$ cat src/logic/bdd_pkg.sv
// Package with modes, states and timing constants of the burst drive diagnostics block.
package bdd_pkg;
	localparam logic [1:0] MODE_SPI = 2'h0;
	localparam logic [1:0] MODE_PIN = 2'h1;
	localparam logic [1:0] MODE_DUAL = 2'h2;
	localparam logic [1:0] MODE_CLK = 2'h3;
	localparam logic [2:0] STUCK_CLEAR_CODE = 3'h7;
	localparam logic [5:0] FILTER_CODE_RESET = 6'h00;
	localparam logic [5:0] FILTER_CODE_MAX = 6'h2F;
	// Stuck timeout base step in ns; code n gives (n+1) steps.
	localparam int STUCK_STEP_NS = 10000;
	localparam int CLK_PERIOD_NS = 10;
	localparam int STUCK_STEP_CYC = (STUCK_STEP_NS / CLK_PERIOD_NS) < 1 ? 1 : (STUCK_STEP_NS / CLK_PERIOD_NS);
	typedef enum logic [1:0] {
		BDD_LISTEN = 2'b00,
		BDD_ARMED = 2'b01,
		BDD_BURST = 2'b10,
		BDD_BLANK = 2'b11
	} bdd_state_t;
endpackage

$ cat src/logic/bdd_top.sv
// Burst drive controller with pulse-count and stuck-drive diagnostics.
`timescale 1ns/1ps
module bdd_top #(
	parameter int COUNT_W = 8,
	parameter int STUCK_STEP = bdd_pkg::STUCK_STEP_CYC
) (
	input wire logic clk_sys_i,
	input wire logic reset_n_i,
	input wire logic [1:0] burst_mode_i,
	input wire logic [COUNT_W-1:0] pulse_count_i,
	input wire logic burst_request_i,
	input wire logic [2:0] stuck_timeout_select_i,
	input wire logic stuck_timeout_write_i,
	input wire logic single_side_drive_select_i,
	input wire logic predriver_select_i,
	input wire logic direct_sense_i,
	input wire logic standby_i,
	input wire logic [5:0] filter_center_code_i,
	input wire logic filter_center_write_i,
	input wire logic burst_control_pin_i,
	input wire logic burst_clock_pin_i,
	output logic drive_out_first_o,
	output logic drive_out_second_o,
	output logic bursting_o,
	output logic listening_o,
	output logic pulse_count_fault_flag_o,
	output logic stuck_drive_fault_flag_o,
	output logic [5:0] filter_center_code_o
);
	// The stuck timer is 24 bits wide and must hold eight timeout steps.
	if (COUNT_W < 1 || COUNT_W > 16 || STUCK_STEP < 1 || STUCK_STEP > 2097151) begin
		$error("bdd_top: unsupported parameter values");
	end

	logic [2:0] ctl_sync_ff;
	logic [2:0] clk_sync_ff;
	logic ctl_ff;
	logic clkp_ff;
	bdd_pkg::bdd_state_t state_ff;
	logic [COUNT_W-1:0] pulses_ff;
	logic [23:0] timer_ff;
	logic pcf_ff;
	logic sdf_ff;
	logic [5:0] fcode_ff;
	logic req_d_ff;
	logic drv_a_ff;
	logic drv_b_ff;

	// A pin change is accepted only once the second and third stages agree.
	always_ff @(posedge clk_sys_i or negedge reset_n_i) begin
		if (!reset_n_i) begin
			ctl_sync_ff <= 3'h7;
			clk_sync_ff <= 3'h7;
			ctl_ff <= 1'b1;
			clkp_ff <= 1'b1;
		end else begin
			ctl_sync_ff <= {ctl_sync_ff[1:0], burst_control_pin_i};
			clk_sync_ff <= {clk_sync_ff[1:0], burst_clock_pin_i};
			if (ctl_sync_ff[2] == ctl_sync_ff[1]) begin
				ctl_ff <= ctl_sync_ff[2];
			end
			if (clk_sync_ff[2] == clk_sync_ff[1]) begin
				clkp_ff <= clk_sync_ff[2];
			end
		end
	end

	logic clk_fall;
	logic clk_tog;
	logic ctl_fall;
	logic ctl_rise;
	logic ctl_tog;
	assign clk_fall = clkp_ff && clk_sync_ff[2] == clk_sync_ff[1] && !clk_sync_ff[2];
	assign clk_tog = clkp_ff != clk_sync_ff[2] && clk_sync_ff[2] == clk_sync_ff[1];
	assign ctl_fall = ctl_ff && ctl_sync_ff[2] == ctl_sync_ff[1] && !ctl_sync_ff[2];
	assign ctl_rise = !ctl_ff && ctl_sync_ff[2] == ctl_sync_ff[1] && ctl_sync_ff[2];
	assign ctl_tog = ctl_fall || ctl_rise;

	function automatic logic [23:0] stuck_limit(input logic [2:0] sel);
		stuck_limit = 24'((32'(sel) + 1) * STUCK_STEP);
	endfunction

	always_ff @(posedge clk_sys_i or negedge reset_n_i) begin
		if (!reset_n_i) begin
			req_d_ff <= 1'b0;
		end else begin
			req_d_ff <= burst_request_i;
		end
	end

	logic arm_ev;
	logic start_ev;
	logic count_done;
	logic ext_end;
	logic toggle_seen;
	logic stuck_ev;
	logic zero_cont;
	logic clear_all;
	always_comb begin
		unique case (burst_mode_i)
			bdd_pkg::MODE_SPI: arm_ev = burst_request_i && !req_d_ff;
			bdd_pkg::MODE_PIN: arm_ev = ctl_fall;
			bdd_pkg::MODE_DUAL: arm_ev = ctl_fall || clk_fall;
			bdd_pkg::MODE_CLK: arm_ev = clk_fall;
		endcase
	end
	// Mode 2 starts on the control pin, all others on the clock pin falling edge.
	assign start_ev = (burst_mode_i == bdd_pkg::MODE_DUAL) ? ctl_fall : clk_fall;
	assign zero_cont = pulse_count_i == '0 && burst_mode_i != bdd_pkg::MODE_CLK;
	// In mode 3 a zero count ends after the first pulse, so it never runs forever.
	assign count_done = burst_mode_i != bdd_pkg::MODE_DUAL && !zero_cont && clk_fall
		&& (pulses_ff + 1'b1 >= pulse_count_i);
	always_comb begin
		unique case (burst_mode_i)
			bdd_pkg::MODE_SPI: ext_end = !burst_request_i;
			bdd_pkg::MODE_PIN: ext_end = ctl_rise;
			bdd_pkg::MODE_DUAL: ext_end = ctl_ff && clkp_ff;
			bdd_pkg::MODE_CLK: ext_end = 1'b0;
		endcase
	end
	assign toggle_seen = (burst_mode_i == bdd_pkg::MODE_DUAL) ? (clk_tog || ctl_tog) : clk_tog;
	assign stuck_ev = state_ff == bdd_pkg::BDD_BURST && !toggle_seen
		&& timer_ff >= stuck_limit(stuck_timeout_select_i);
	assign clear_all = standby_i;

	// The count setting is not latched at start; pulses are compared against the live setting.
	always_ff @(posedge clk_sys_i or negedge reset_n_i) begin
		if (!reset_n_i) begin
			state_ff <= bdd_pkg::BDD_LISTEN;
		end else if (standby_i) begin
			state_ff <= bdd_pkg::BDD_LISTEN;
		end else begin
			unique case (state_ff)
				bdd_pkg::BDD_LISTEN: if (arm_ev) begin
					state_ff <= (burst_mode_i == bdd_pkg::MODE_CLK) ? bdd_pkg::BDD_BURST : bdd_pkg::BDD_ARMED;
				end
				bdd_pkg::BDD_ARMED: if (start_ev) begin
					state_ff <= bdd_pkg::BDD_BURST;
				end else if (ext_end && burst_mode_i != bdd_pkg::MODE_DUAL) begin
					state_ff <= bdd_pkg::BDD_LISTEN;
				end
				bdd_pkg::BDD_BURST: if (stuck_ev || count_done || ext_end) begin
					state_ff <= (burst_mode_i == bdd_pkg::MODE_CLK) ? bdd_pkg::BDD_BLANK : bdd_pkg::BDD_LISTEN;
				end
				bdd_pkg::BDD_BLANK: if (timer_ff >= stuck_limit(stuck_timeout_select_i)) begin
					state_ff <= bdd_pkg::BDD_LISTEN;
				end
			endcase
		end
	end

	logic burst_start;
	logic burst_end;
	assign burst_start = (state_ff == bdd_pkg::BDD_ARMED && start_ev)
		|| (state_ff == bdd_pkg::BDD_LISTEN && arm_ev && burst_mode_i == bdd_pkg::MODE_CLK);
	assign burst_end = state_ff == bdd_pkg::BDD_BURST && (stuck_ev || count_done || ext_end);

	always_ff @(posedge clk_sys_i or negedge reset_n_i) begin
		if (!reset_n_i) begin
			pulses_ff <= '0;
			timer_ff <= 24'h000000;
		end else begin
			if (burst_start) begin
				pulses_ff <= '0;
			end else if (state_ff == bdd_pkg::BDD_BURST && clk_fall && pulses_ff != '1) begin
				pulses_ff <= pulses_ff + 1'b1;
			end
			// Toggles rearm the timer only inside a burst, so the blank-out runs out while the clock keeps going.
			if (burst_start || burst_end || (toggle_seen && state_ff == bdd_pkg::BDD_BURST)
				|| state_ff == bdd_pkg::BDD_LISTEN) begin
				timer_ff <= 24'h000000;
			end else if (timer_ff != 24'hFFFFFF) begin
				timer_ff <= timer_ff + 24'h000001;
			end
		end
	end

	logic short_end;
	assign short_end = burst_end && !count_done && burst_mode_i != bdd_pkg::MODE_DUAL
		&& !(zero_cont && !stuck_ev);
	// Sets win over clears arriving in the same cycle.
	always_ff @(posedge clk_sys_i or negedge reset_n_i) begin
		if (!reset_n_i) begin
			pcf_ff <= 1'b0;
			sdf_ff <= 1'b0;
		end else begin
			if (short_end) begin
				pcf_ff <= 1'b1;
			end else if (burst_start || clear_all) begin
				pcf_ff <= 1'b0;
			end
			if (stuck_ev) begin
				sdf_ff <= 1'b1;
			end else if (burst_start || clear_all
				|| (stuck_timeout_write_i && stuck_timeout_select_i == bdd_pkg::STUCK_CLEAR_CODE)) begin
				sdf_ff <= 1'b0;
			end
		end
	end

	always_ff @(posedge clk_sys_i or negedge reset_n_i) begin
		if (!reset_n_i) begin
			fcode_ff <= bdd_pkg::FILTER_CODE_RESET;
		end else if (filter_center_write_i && filter_center_code_i <= bdd_pkg::FILTER_CODE_MAX) begin
			fcode_ff <= filter_center_code_i;
		end
	end

	// Drive follows the burst clock pin; mode 2 follows the control pin, and pairs it with the clock pin only under pre-driver select.
	logic phase;
	logic next_a;
	logic next_b;
	always_comb begin
		phase = (burst_mode_i == bdd_pkg::MODE_DUAL) ? !ctl_ff : !clkp_ff;
		next_a = 1'b0;
		next_b = 1'b0;
		if (state_ff == bdd_pkg::BDD_BURST && !burst_end) begin
			if (predriver_select_i) begin
				next_a = phase;
				next_b = (burst_mode_i == bdd_pkg::MODE_DUAL) ? !clkp_ff : !phase;
			end else if (single_side_drive_select_i) begin
				next_a = phase;
				next_b = 1'b0;
			end else begin
				next_a = phase;
				next_b = !phase;
			end
		end
	end

	always_ff @(posedge clk_sys_i or negedge reset_n_i) begin
		if (!reset_n_i) begin
			drv_a_ff <= 1'b0;
			drv_b_ff <= 1'b0;
			bursting_o <= 1'b0;
			listening_o <= 1'b1;
		end else begin
			drv_a_ff <= next_a;
			drv_b_ff <= next_b;
			bursting_o <= state_ff == bdd_pkg::BDD_BURST;
			listening_o <= state_ff != bdd_pkg::BDD_BURST && !direct_sense_i;
		end
	end
	assign drive_out_first_o = drv_a_ff;
	assign drive_out_second_o = drv_b_ff;
	assign pulse_count_fault_flag_o = pcf_ff;
	assign stuck_drive_fault_flag_o = sdf_ff;
	assign filter_center_code_o = fcode_ff;
endmodule

$ cat config.mk
export PLATFORM = sky130hd
export DESIGN_NAME = bdd_top
export DESIGN_NICKNAME = d
export VERILOG_FILES = /design/src/logic/bdd_pkg.sv /design/src/logic/bdd_top.sv
export SDC_FILE = /design/constraint.sdc
export NUM_CORES = 1
export LEC_CHECK = 0
export BUFFER_PORTS_ARGS = -buffer_cell sky130_fd_sc_hd__buf_2
export CORE_ASPECT_RATIO = 1.5
export CORE_MARGIN = 2
export CORE_UTILIZATION = 47
export CTS_CLUSTER_DIAMETER = 80
export DETAILED_ROUTE_END_ITERATION = 16
export PLACE_DENSITY = 0.77
export SLEW_MARGIN = 20
export SYNTH_ARGS = -nofsm -noshare
export SYNTH_HDL_FRONTEND = slang
export SYNTH_SLANG_ARGS = --single-unit
$ cat constraint.sdc
create_clock -name clk_sys_i -period 3.1 [get_ports clk_sys_i]
set_clock_uncertainty 0.2 [all_clocks]
set_input_delay 0.62 -clock clk_sys_i [delete_from_list [all_inputs] [get_ports clk_sys_i]]
set_output_delay 0.62 -clock clk_sys_i [all_outputs]
set_load 0.005 [all_outputs]
==> results.yml, run 1 <==
route:
  routed_wl_um: 8370
  wl_per_cell_um: 14.1
  drcViolationCount: 0
  via_per_inst: 5.36
  num_vias: 3184
  drt_first_pass_iters: 4
  ant_nets: 0
  drt_iter0_drc: 105
cts:
  cts_tree: "built"
  cts_buffer_depth: 2
  htree_levels: 2
  cts-buffers-inserted: 5
  clkLatencyLatePin_ns: 0.30
  root_buffer: "clkbuf_16"
  cts.clk_slew.worst_paths_ns: 0.07
  clock_sinks: 55
synth:
  yosys_warnings: 0
  netlist_area_sq_um: 3930
  synth_cells: 413
  synthTopCellsByCount: "51 x nor2_1, 46 x dfrtp_1, 37 x ha_1"
  syn_nets: 487
  synth-seq-cells: 55
  synth_ff_type: "dfrtp_1"
  synth.top_cell.area_share_pct: 29.3
  synth-edff-count: 0
  synth.most_common_cell: "nor2_1"
  yosysSeqAreaShare_pct: 35.4
  synthTopCellsByArea: "dfrtp_1 29%, ha_1 12%, dfstp_2 6.0%"
  asyncSetResetFlopFracSynth_pct: 100
  syn_area_per_cell_sq_um: 9.50
  yosysTopAreaCell: "dfrtp_1"
  synth_cell_type_count: 67
pwr:
  p_int_w: 0.00147
  p_leak_nw: 2.24
  p_sw_w: 0.000678
  vdd_drop_max_mv: 0.311
  powerDensity_nw_per_um2: 446
  p_sw_share_pct: 31.6
  power_frac_comb_pct: 34.9
  p_total_w: 0.00214
  clkPwrFrac_pct: 26.4
  seq_power_share_pct: 38.7
die:
  die_w_um: 78.6
  die_area_sq_um: 9110
  die_h_um: 116
  core-area_sq_um: 8060
  io_pins: 42
  start_util_pct: 48.7
  placementRows: 40
grt:
  grt_use_met1_pct: 21.5
  grt_usage_pct: 19.4
  grt_max_degree: 56
  grt_pass1_wl_um: 14100
  antenna_found_initial: 0
  grt_pass1_vias: 3234
  use_met3_pct: 3.35
  busiest_layer: "met2"
  grt_overflow: 0
  grt_use_met2_pct: 37.4
layout:
  n_antenna_cell: 0
  multi_input_area_sq_um: 2490
  syn_to_final_growth_pct: 22.6
  register_area_sq_um: 1390
  nNetsFinal: 562
  fillers: 672
  drive_gt1_share_pct: 27.0
timing:
  fin_crit_sh_pct: 157
  tightest_slew_ns: 0.689
  slew_viol_final: 0
  timing.final.ws_setup_ns: -1.78
  tns_ns: -51.86
  post-route-min-period_ns: 4.88
  finalSetupViolCount: 30
  rsz0062_at_grt: "true"
  slew_headroom_pct: 54.0
  hold_violations: 0
  fmax_mhz: 205
setup_path:
  cp-start-kind: "input pin"
  ff2ff_path_depth: 11
  path_class: "in -> reg"
  critPathMaxFanout: 4
  cp.arrival_ns: 4.87
  required_ns: 3.09
  endpoint_kind: "flop"
placement:
  routabilityCongestion: 0.884
  hpwl_um: 6050
  port_buffers: 41
min_path:
  whs_path_depth: 0
  min_path_type: "reg -> reg"
outcome:
  violations: "negative setup slack"
  status: "finished with violations"
flow_run:
  drv_cap: 0
==> final timing paths <==
check	start	end	slack (ns)
setup / recovery	stuck_timeout_select_i[0]	state_ff[1]$_DFFE_PN0P_	-1.78
hold / removal	ctl_sync_ff[0]$_DFF_PN1_	ctl_sync_ff[1]$_DFF_PN1_	0.16
setup reg to reg	pulses_ff[0]$_DFFE_PN0P_	state_ff[1]$_DFFE_PN0P_	0.14
hold reg to reg	ctl_sync_ff[0]$_DFF_PN1_	ctl_sync_ff[1]$_DFF_PN1_	0.16
max in group asynchronous	reset_n_i	timer_ff[18]$_DFFE_PN0P_	1.99
min in group asynchronous	reset_n_i	timer_ff[8]$_DFFE_PN0P_	0.24
==> metal layers <==
metal  part of all wire, %  up-vias
met1                    40     1520
li1                      -     1582
met4                   1.8        0
met3                   3.8       11
met2                    54       71
met5                     0        -
==> flip-flops by register name, indices dropped and copies added (netlist names) <==
register                  flops
bursting_o                    1
clk_sync_ff                   3
clkp_ff                       1
ctl_ff                        1
ctl_sync_ff                   3
drive_out_first_o             1
drive_out_second_o            1
filter_center_code_o          6
listening_o                   1
pulse_count_fault_flag_o      1
pulses_ff                     8
req_d_ff                      1
state_ff                      2
stuck_drive_fault_flag_o      1
timer_ff                     24
==> cells in the final DEF (no fill, tap or decap), types with 3 or more instances in the layout <==
| cell type | count |
|---|---|
| a21oi_1 | 8 |
| nand4_1 | 5 |
| xor2_1 | 18 |
| ha_4 | 4 |
| o211ai_1 | 4 |
| nor2b_1 | 7 |
| nor3_1 | 9 |
| a21o_1 | 3 |
| nand3_1 | 11 |
| ha_1 | 33 |
| clkbuf_16 | 6 |
| buf_2 | 39 |
| xnor2_1 | 17 |
| a31oi_1 | 6 |
| dfrtp_1 | 46 |
| nor3b_1 | 5 |
| nor2_2 | 3 |
| nand3b_1 | 3 |
| mux2_2 | 4 |
| buf_4 | 31 |
| fa_1 | 5 |
| mux2i_1 | 4 |
| o21ai_0 | 9 |
| nand2_1 | 30 |
| inv_1 | 32 |
| nor2_1 | 49 |
| and3_1 | 8 |
| nor4_1 | 5 |
| buf_6 | 4 |
| and4_1 | 3 |
| dfstp_2 | 9 |
| nand2b_1 | 8 |
==> worst max-delay path, stage by stage <==
cell      delay [ns]
buf_8           0.10
ha_4            0.15
ha_4            0.22
fa_2            0.56
inv_2           0.05
fa_1            0.49
inv_2           0.05
ha_4            0.27
nand2_4         0.05
o21a_1          0.18
o21ai_1         0.11
a21oi_1         0.10
xor2_1          0.17
ha_1            0.31
and4bb_1        0.24
nand3_2         0.12
buf_6           0.14
o211ai_1        0.17
buf_4           0.17
buf_6           0.10
o21a_4          0.15
nor2_4          0.04
o311a_1         0.29
==> final cells by class <==
class / count / area share, %
tap: 105 / 2.73
timing repair buffer: 77 / 11.1
multi-input combinational: 315 / 51.7
sequential: 55 / 28.8
clock buffer: 6 / 2.68
clock inverter: 2 / 0.338
inverter: 34 / 2.65
==> per-stage QoR <==
stage | setup WS [ns] | instance area (sq um) | cells | hold WS [ns] | utilization [%]
after detailed placement | -2.17 | 4480 | 576 | 0.149 | 55.6
final | -1.78 | 4810 | 594 | 0.159 | 59.7
after global routing | -1.98 | 4810 | 594 | 0.166 | 59.7
after global placement | -1.99 | 4480 | 576 | 0.147 | 55.6
after floorplan | -1.76 | 4000 | 413 | 0.124 | -
after CTS | -1.75 | 4770 | 591 | 0.160 | 59.2
==> logic make-up (layout without fill, tap and decap cells) <==
group | after synthesis | after routing | synth area share (%)
fa+ha+maj | 45 | 45 | 15.6
flops | 55 | 55 | 35.4
mux | 8 | 8 | 2.17
xor+xnor | 35 | 35 | 7.81
simple gates | 166 | 166 | 22.4
compound gates | 61 | 61 | 12.0
buf+inv | 43 | 119 | 4.65
==> timing repair <==
| action | 4_1_cts | 5_1_grt |
|---|---|---|
| gates cloned | 1 | 1 |
| hold buffers | 0 | 0 |
| gates resized for setup | 17 | 7 |
| setup endpoints to repair | 30 | 30 |
| setup buffers | 6 | 2 |
| pin swaps | 16 | 6 |
==> power groups by stage <==
stage               Clock (W)  Combinational (W)  Sequential (W)
global placement            0           0.000636        0.000840
global route         0.000606           0.000843        0.000841
floorplan                   0           0.000439        0.000828
finish               0.000566           0.000748        0.000829
CTS                  0.000577           0.000715        0.000829
detailed placement          0           0.000660        0.000843
(Power assumes the default switching activity.)
==> run 2: changes to the inputs <==
Settings changed: CAP_MARGIN from default to 20, REMOVE_ABC_BUFFERS from default to 1.
==> results.yml, run 2 (synthesis results as in run 1) <==
route:
  drcViolationCount: 0
  wl_per_cell_um: 14.2
  via_per_inst: 5.43
  routed_wl_um: 8420
  ant_nets: 0
  drt_first_pass_iters: 4
  num_vias: 3209
  drt_iter0_drc: 121
grt:
  grt_usage_pct: 20.2
  grt_use_met2_pct: 40.3
  grt_pass1_wl_um: 14600
  use_met3_pct: 2.96
  grt_pass1_vias: 3371
  antenna_found_initial: 0
  grt_max_degree: 26
  grt_use_met1_pct: 20.9
  grt_overflow: 0
  busiest_layer: "met2"
setup_path:
  required_ns: 3.09
  critPathMaxFanout: 4
  endpoint_kind: "flop"
  crit_buf_inv: 3
  path_class: "in -> reg"
  slowest_stage: "fa_2"
  slowest_delay_ns: 0.59
  cp-start-kind: "input pin"
  crit_chain: "buf_8 -> ha_4 -> ha_4 -> fa_2 -> inv_2 -> fa_1 -> inv_2 -> ha_4 -> nand2_4 -> o21a_1 -> o21ai_2 -> a21oi_2 -> xor2_1 -> ha_1 -> and4bb_1 -> nand3_2 -> o211ai_1 -> o21a_2 -> nor2_4 -> o311a_1"
  cp_top_family: "adder cells"
  path_common_cell: "ha_4"
  cp.arrival_ns: 4.73
timing:
  hold_violations: 0
  rsz0062_at_grt: "true"
  finalSetupViolCount: 30
  slew_viol_final: 0
  fin_crit_sh_pct: 153
  slew_headroom_pct: 58.5
  tightest_slew_ns: 0.617
  fmax_mhz: 211
  timing.final.ws_setup_ns: -1.64
  post-route-min-period_ns: 4.74
layout:
  final_common_cell: "nor2_1"
  drive_gt1_share_pct: 26.7
  n_antenna_cell: 0
  fin_area_sq_um: 4780
  syn_to_final_growth_pct: 21.7
  regMostFlops: "timer_ff"
  layout_common_cells: "51 x nor2_1, 46 x dfrtp_1, 39 x buf_2"
  fillers: 688
  largest_reg_flops: 24
  nNetsFinal: 559
placement:
  routabilityCongestion: 0.927
  hpwl_um: 6530
  pre_cts_slack_ns: -2.48
  port_buffers: 41
  place_area_sq_um: 4440
cts:
  clock_sinks: 55
  clkLatencyLatePin_ns: 0.30
  cts-buffers-inserted: 5
  cts.clk_slew.worst_paths_ns: 0.07
  cts_tree: "built"
  htree_levels: 2
  cts_buffer_depth: 2
  root_buffer: "clkbuf_16"
pwr:
  vdd_drop_max_mv: 0.315
  p_leak_nw: 2.22
  powerDensity_nw_per_um2: 441
die:
  die_h_um: 116
  die_area_sq_um: 9110
  die_w_um: 78.6
  core-area_sq_um: 8060
  placementRows: 40
  io_pins: 42
  start_util_pct: 48.7
outcome:
  status: "finished with violations"
  violations: "negative setup slack"
min_path:
  min_path_type: "in -> async"
flow_run:
  drv_cap: 0
## run 2: path summary, 6_finish.rpt
check / start / endpoint / slack [ns] / cells after the start
setup reg to reg: pulses_ff[0]$_DFFE_PN0P_ / state_ff[1]$_DFFE_PN0P_ / 0.13 / 11
hold reg to reg: clk_sync_ff[0]$_DFF_PN1_ / clk_sync_ff[1]$_DFF_PN1_ / 0.16 / 0
min in group clk_sys_i: clk_sync_ff[0]$_DFF_PN1_ / clk_sync_ff[1]$_DFF_PN1_ / 0.16 / 0
max in group asynchronous: reset_n_i / clk_sync_ff[1]$_DFF_PN1_ / 1.89 / 2
setup / recovery: stuck_timeout_select_i[0] / state_ff[1]$_DFFE_PN0P_ / -1.64 / 20
hold / removal: reset_n_i / filter_center_code_o[3]$_DFFE_PN0P_ / 0.11 / 1
## run 2: cell type report
type / count / area, sq um / share of cell area [%]
Clock buffer: 6 / 129 / 2.70
Clock inverter: 2 / 17.5 / 0.367
Multi-Input combinational cell: 315 / 2500 / 52.3
Tap cell: 105 / 131 / 2.75
Timing Repair Buffer: 74 / 485 / 10.2
Sequential cell: 55 / 1390 / 29.0
Inverter: 34 / 128 / 2.67
## run 2: per-layer routing
layer	vias up	wire length, um
met3	14	230
li1	1576	-
met4	0	157
met2	58	4800
met1	1561	3230
met5	-	0
## run 2: where the power goes
part	leakage (nW)	switching, W	internal [W]
logic	1.43	0.000356	0.000359
registers	0.716	0.0000564	0.000773
clock network	0.0714	0.000259	0.000305
## run 2: per-stage QoR
step	setup TNS (ns)	power, W	instances	util (%)	hold WS (ns)
global placement	-62.93	0.00143	580	55.2	0.147
global route	-53.25	0.00226	591	59.3	0.146
CTS	-46.32	0.00209	590	58.9	0.122
finish	-47.93	0.00211	591	59.3	0.108
detailed placement	-70.89	0.00146	580	55.2	0.147
floorplan	-64.64	0.00121	404	-	0.124
## run 2: worst register-to-register path: stages (launching register included)
cell	delay (ns)
dfrtp_1	0.42
ha_1	0.23
nand3_1	0.17
nor2_1	0.29
xor2_1	0.13
ha_1	0.29
nand2_1	0.06
nor3_1	0.18
a21oi_1	0.12
o211ai_1	0.40
nor2_4	0.06
o311a_1	0.30
## run 2: what timing repair did
| item | CTS | global route |
|---|---|---|
| hold buffers | 0 | 0 |
| gates resized for setup | 29 | 7 |
| buffers inserted | 2 | 1 |
| gates cloned | 0 | 0 |
| pin swaps | 18 | 5 |
| setup endpoints to repair | 30 | 30 |
==> run 3: changes to the inputs <==
Settings changed: HOLD_SLACK_MARGIN from default to 0.1.
Clock period 3.1 ns to 5.5 ns, I/O delays scaled along.
==> results.yml, run 3 (synthesis results as in run 1) <==
layout:
  final_common_cell: "nor2_1"
  n_antenna_cell: 0
  post-route-util_pct: 57.6
  regMostFlops: "timer_ff"
  fillers: 696
  drive_gt1_share_pct: 24.0
  syn_to_final_growth_pct: 18.2
  nNetsFinal: 552
  layout_common_cells: "51 x nor2_1, 46 x dfrtp_1, 41 x buf_2"
  largest_reg_flops: 24
timing:
  tightest_slew_ns: 0.677
  fmax_mhz: 185
  post-route-min-period_ns: 5.40
  finalSetupViolCount: 0
  tns_ns: 0
  slew_viol_final: 0
  timing.final.ws_setup_ns: 0.0971
  hold_violations: 0
  slew_headroom_pct: 54.8
  fin_crit_sh_pct: 98.2
  hold_ws_ns: 0.157
setup_path:
  cp.arrival_ns: 5.39
  crit_buf_inv: 3
  cp_top_family: "adder cells"
  slowest_stage: "fa_2"
  endpoint_kind: "flop"
  slowest_delay_ns: 0.62
  critPathMaxFanout: 4
  required_ns: 5.49
  path_class: "in -> reg"
  cp-start-kind: "input pin"
  crit_chain: "buf_2 -> ha_4 -> ha_4 -> fa_2 -> inv_2 -> fa_1 -> inv_1 -> ha_1 -> nand2_1 -> o21a_1 -> o21ai_1 -> a21oi_1 -> xor2_1 -> ha_1 -> and4bb_1 -> nand3_2 -> o211ai_1 -> o21a_2 -> nor2_2 -> o311a_1"
cts:
  clkLatencyLatePin_ns: 0.30
  cts_tree: "built"
  root_buffer: "clkbuf_16"
  cts_buffer_depth: 2
  cts.clk_slew.worst_paths_ns: 0.07
  htree_levels: 2
  cts_hold_repair.buffers: 0
  cts-buffers-inserted: 5
  clock_sinks: 55
pwr:
  seq_power_share_pct: 40.8
  powerDensity_nw_per_um2: 247
  vdd_drop_max_mv: 0.166
  p_leak_nw: 2.17
  p_int_w: 0.000781
  power_frac_comb_pct: 31.3
  p_sw_share_pct: 31.8
  p_sw_w: 0.000365
  clkPwrFrac_pct: 28.0
placement:
  pre_cts_slack_ns: -0.412
  hpwl_um: 6310
  port_buffers: 41
  routabilityCongestion: 0.927
die:
  core-area_sq_um: 8060
  placementRows: 40
  die_w_um: 78.6
  io_pins: 42
  die_area_sq_um: 9110
  die_h_um: 116
  start_util_pct: 48.7
route:
  num_vias: 3168
  drt_first_pass_iters: 4
  via_per_inst: 5.42
  wl_per_cell_um: 13.9
  routed_wl_um: 8110
  drt_iter0_drc: 206
  drcViolationCount: 0
  ant_nets: 0
flow_run:
  drv_cap: 0
grt:
  grt_max_degree: 56
  grt_pass1_wl_um: 13900
  antenna_found_initial: 0
  grt_overflow: 0
  grt_pass1_vias: 3300
  grt_usage_pct: 19.0
min_path:
  min_path_type: "reg -> reg"
outcome:
  status: "complete, no violations"
[run 3: cell count changes in the layout (fill, tap and decap cells not counted), moves of 2 or more]
cell,before,now
buf_4,31,25
buf_2,39,41
buf_6,2,0
ha_1,33,35
ha_4,4,2
inv_1,31,33
inv_2,3,1
nor3_2,1,3
nor3_4,2,0
[run 3: worst paths after layout]
check | start | slack (ns) | end | cells past startpoint
max | stuck_timeout_select_i[0] | 0.1 | state_ff[1]$_DFFE_PN0P_ | 20
min | clk_sync_ff[0]$_DFF_PN1_ | 0.16 | clk_sync_ff[1]$_DFF_PN1_ | 0
max reg2reg | pulses_ff[0]$_DFFE_PN0P_ | 2.60 | state_ff[1]$_DFFE_PN0P_ | 11
min reg2reg | clk_sync_ff[0]$_DFF_PN1_ | 0.16 | clk_sync_ff[1]$_DFF_PN1_ | 0
max in group asynchronous | reset_n_i | 3.93 | timer_ff[2]$_DFFE_PN0P_ | 2
min in group asynchronous | reset_n_i | 0.71 | filter_center_code_o[3]$_DFFE_PN0P_ | 2
[run 3: cell type report]
cell class                 instances  area (sq um)  area share, %
tap                              105           131           2.83
clock inverter                     2          17.5          0.378
multi-input combinational        315          2430           52.4
inverter                          34           128           2.75
timing repair buffer              67           413           8.90
sequential                        55          1390           29.9
clock buffer                       6           129           2.78
[run 3: layer usage]
layer | vias to the layer above | GRT usage (%) | routed length, um
li1 | 1562 | - | -
met1 | 1556 | 19.4 | 3230
met2 | 40 | 37.7 | 4550
met3 | 10 | 3.04 | 189
met4 | 0 | 7.37 | 146
met5 | - | 0 | 0
[run 3: power groups by stage]
stage / registers [W] / logic, W / clock network [W]
finish: 0.000467 / 0.000358 / 0.000320
detailed placement: 0.000474 / 0.000348 / 0
CTS: 0.000467 / 0.000352 / 0.000332
global placement: 0.000473 / 0.000328 / 0
floorplan: 0.000469 / 0.000212 / 0
global route: 0.000472 / 0.000404 / 0.000346
[run 3: metrics by stage]
| stage | cells | area [sq um] | power (W) |
|---|---|---|---|
| 4_1_cts | 582 | 4570 | 0.00115 |
| 5_1_grt | 584 | 4640 | 0.00122 |
| 3_3_place_gp | 574 | 4400 | 0.000801 |
| 2_1_floorplan | 404 | 3870 | 0.000681 |
| 6_report | 584 | 4640 | 0.00115 |
| 3_5_place_dp | 574 | 4400 | 0.000822 |
[run 3: repair_timing]
item | CTS | global route
buffers inserted | 0 | 2
gates resized for setup | 4 | 11
gates cloned | 0 | 0
endpoints found under the setup margin | 9 | 30
pin swaps | 4 | 8
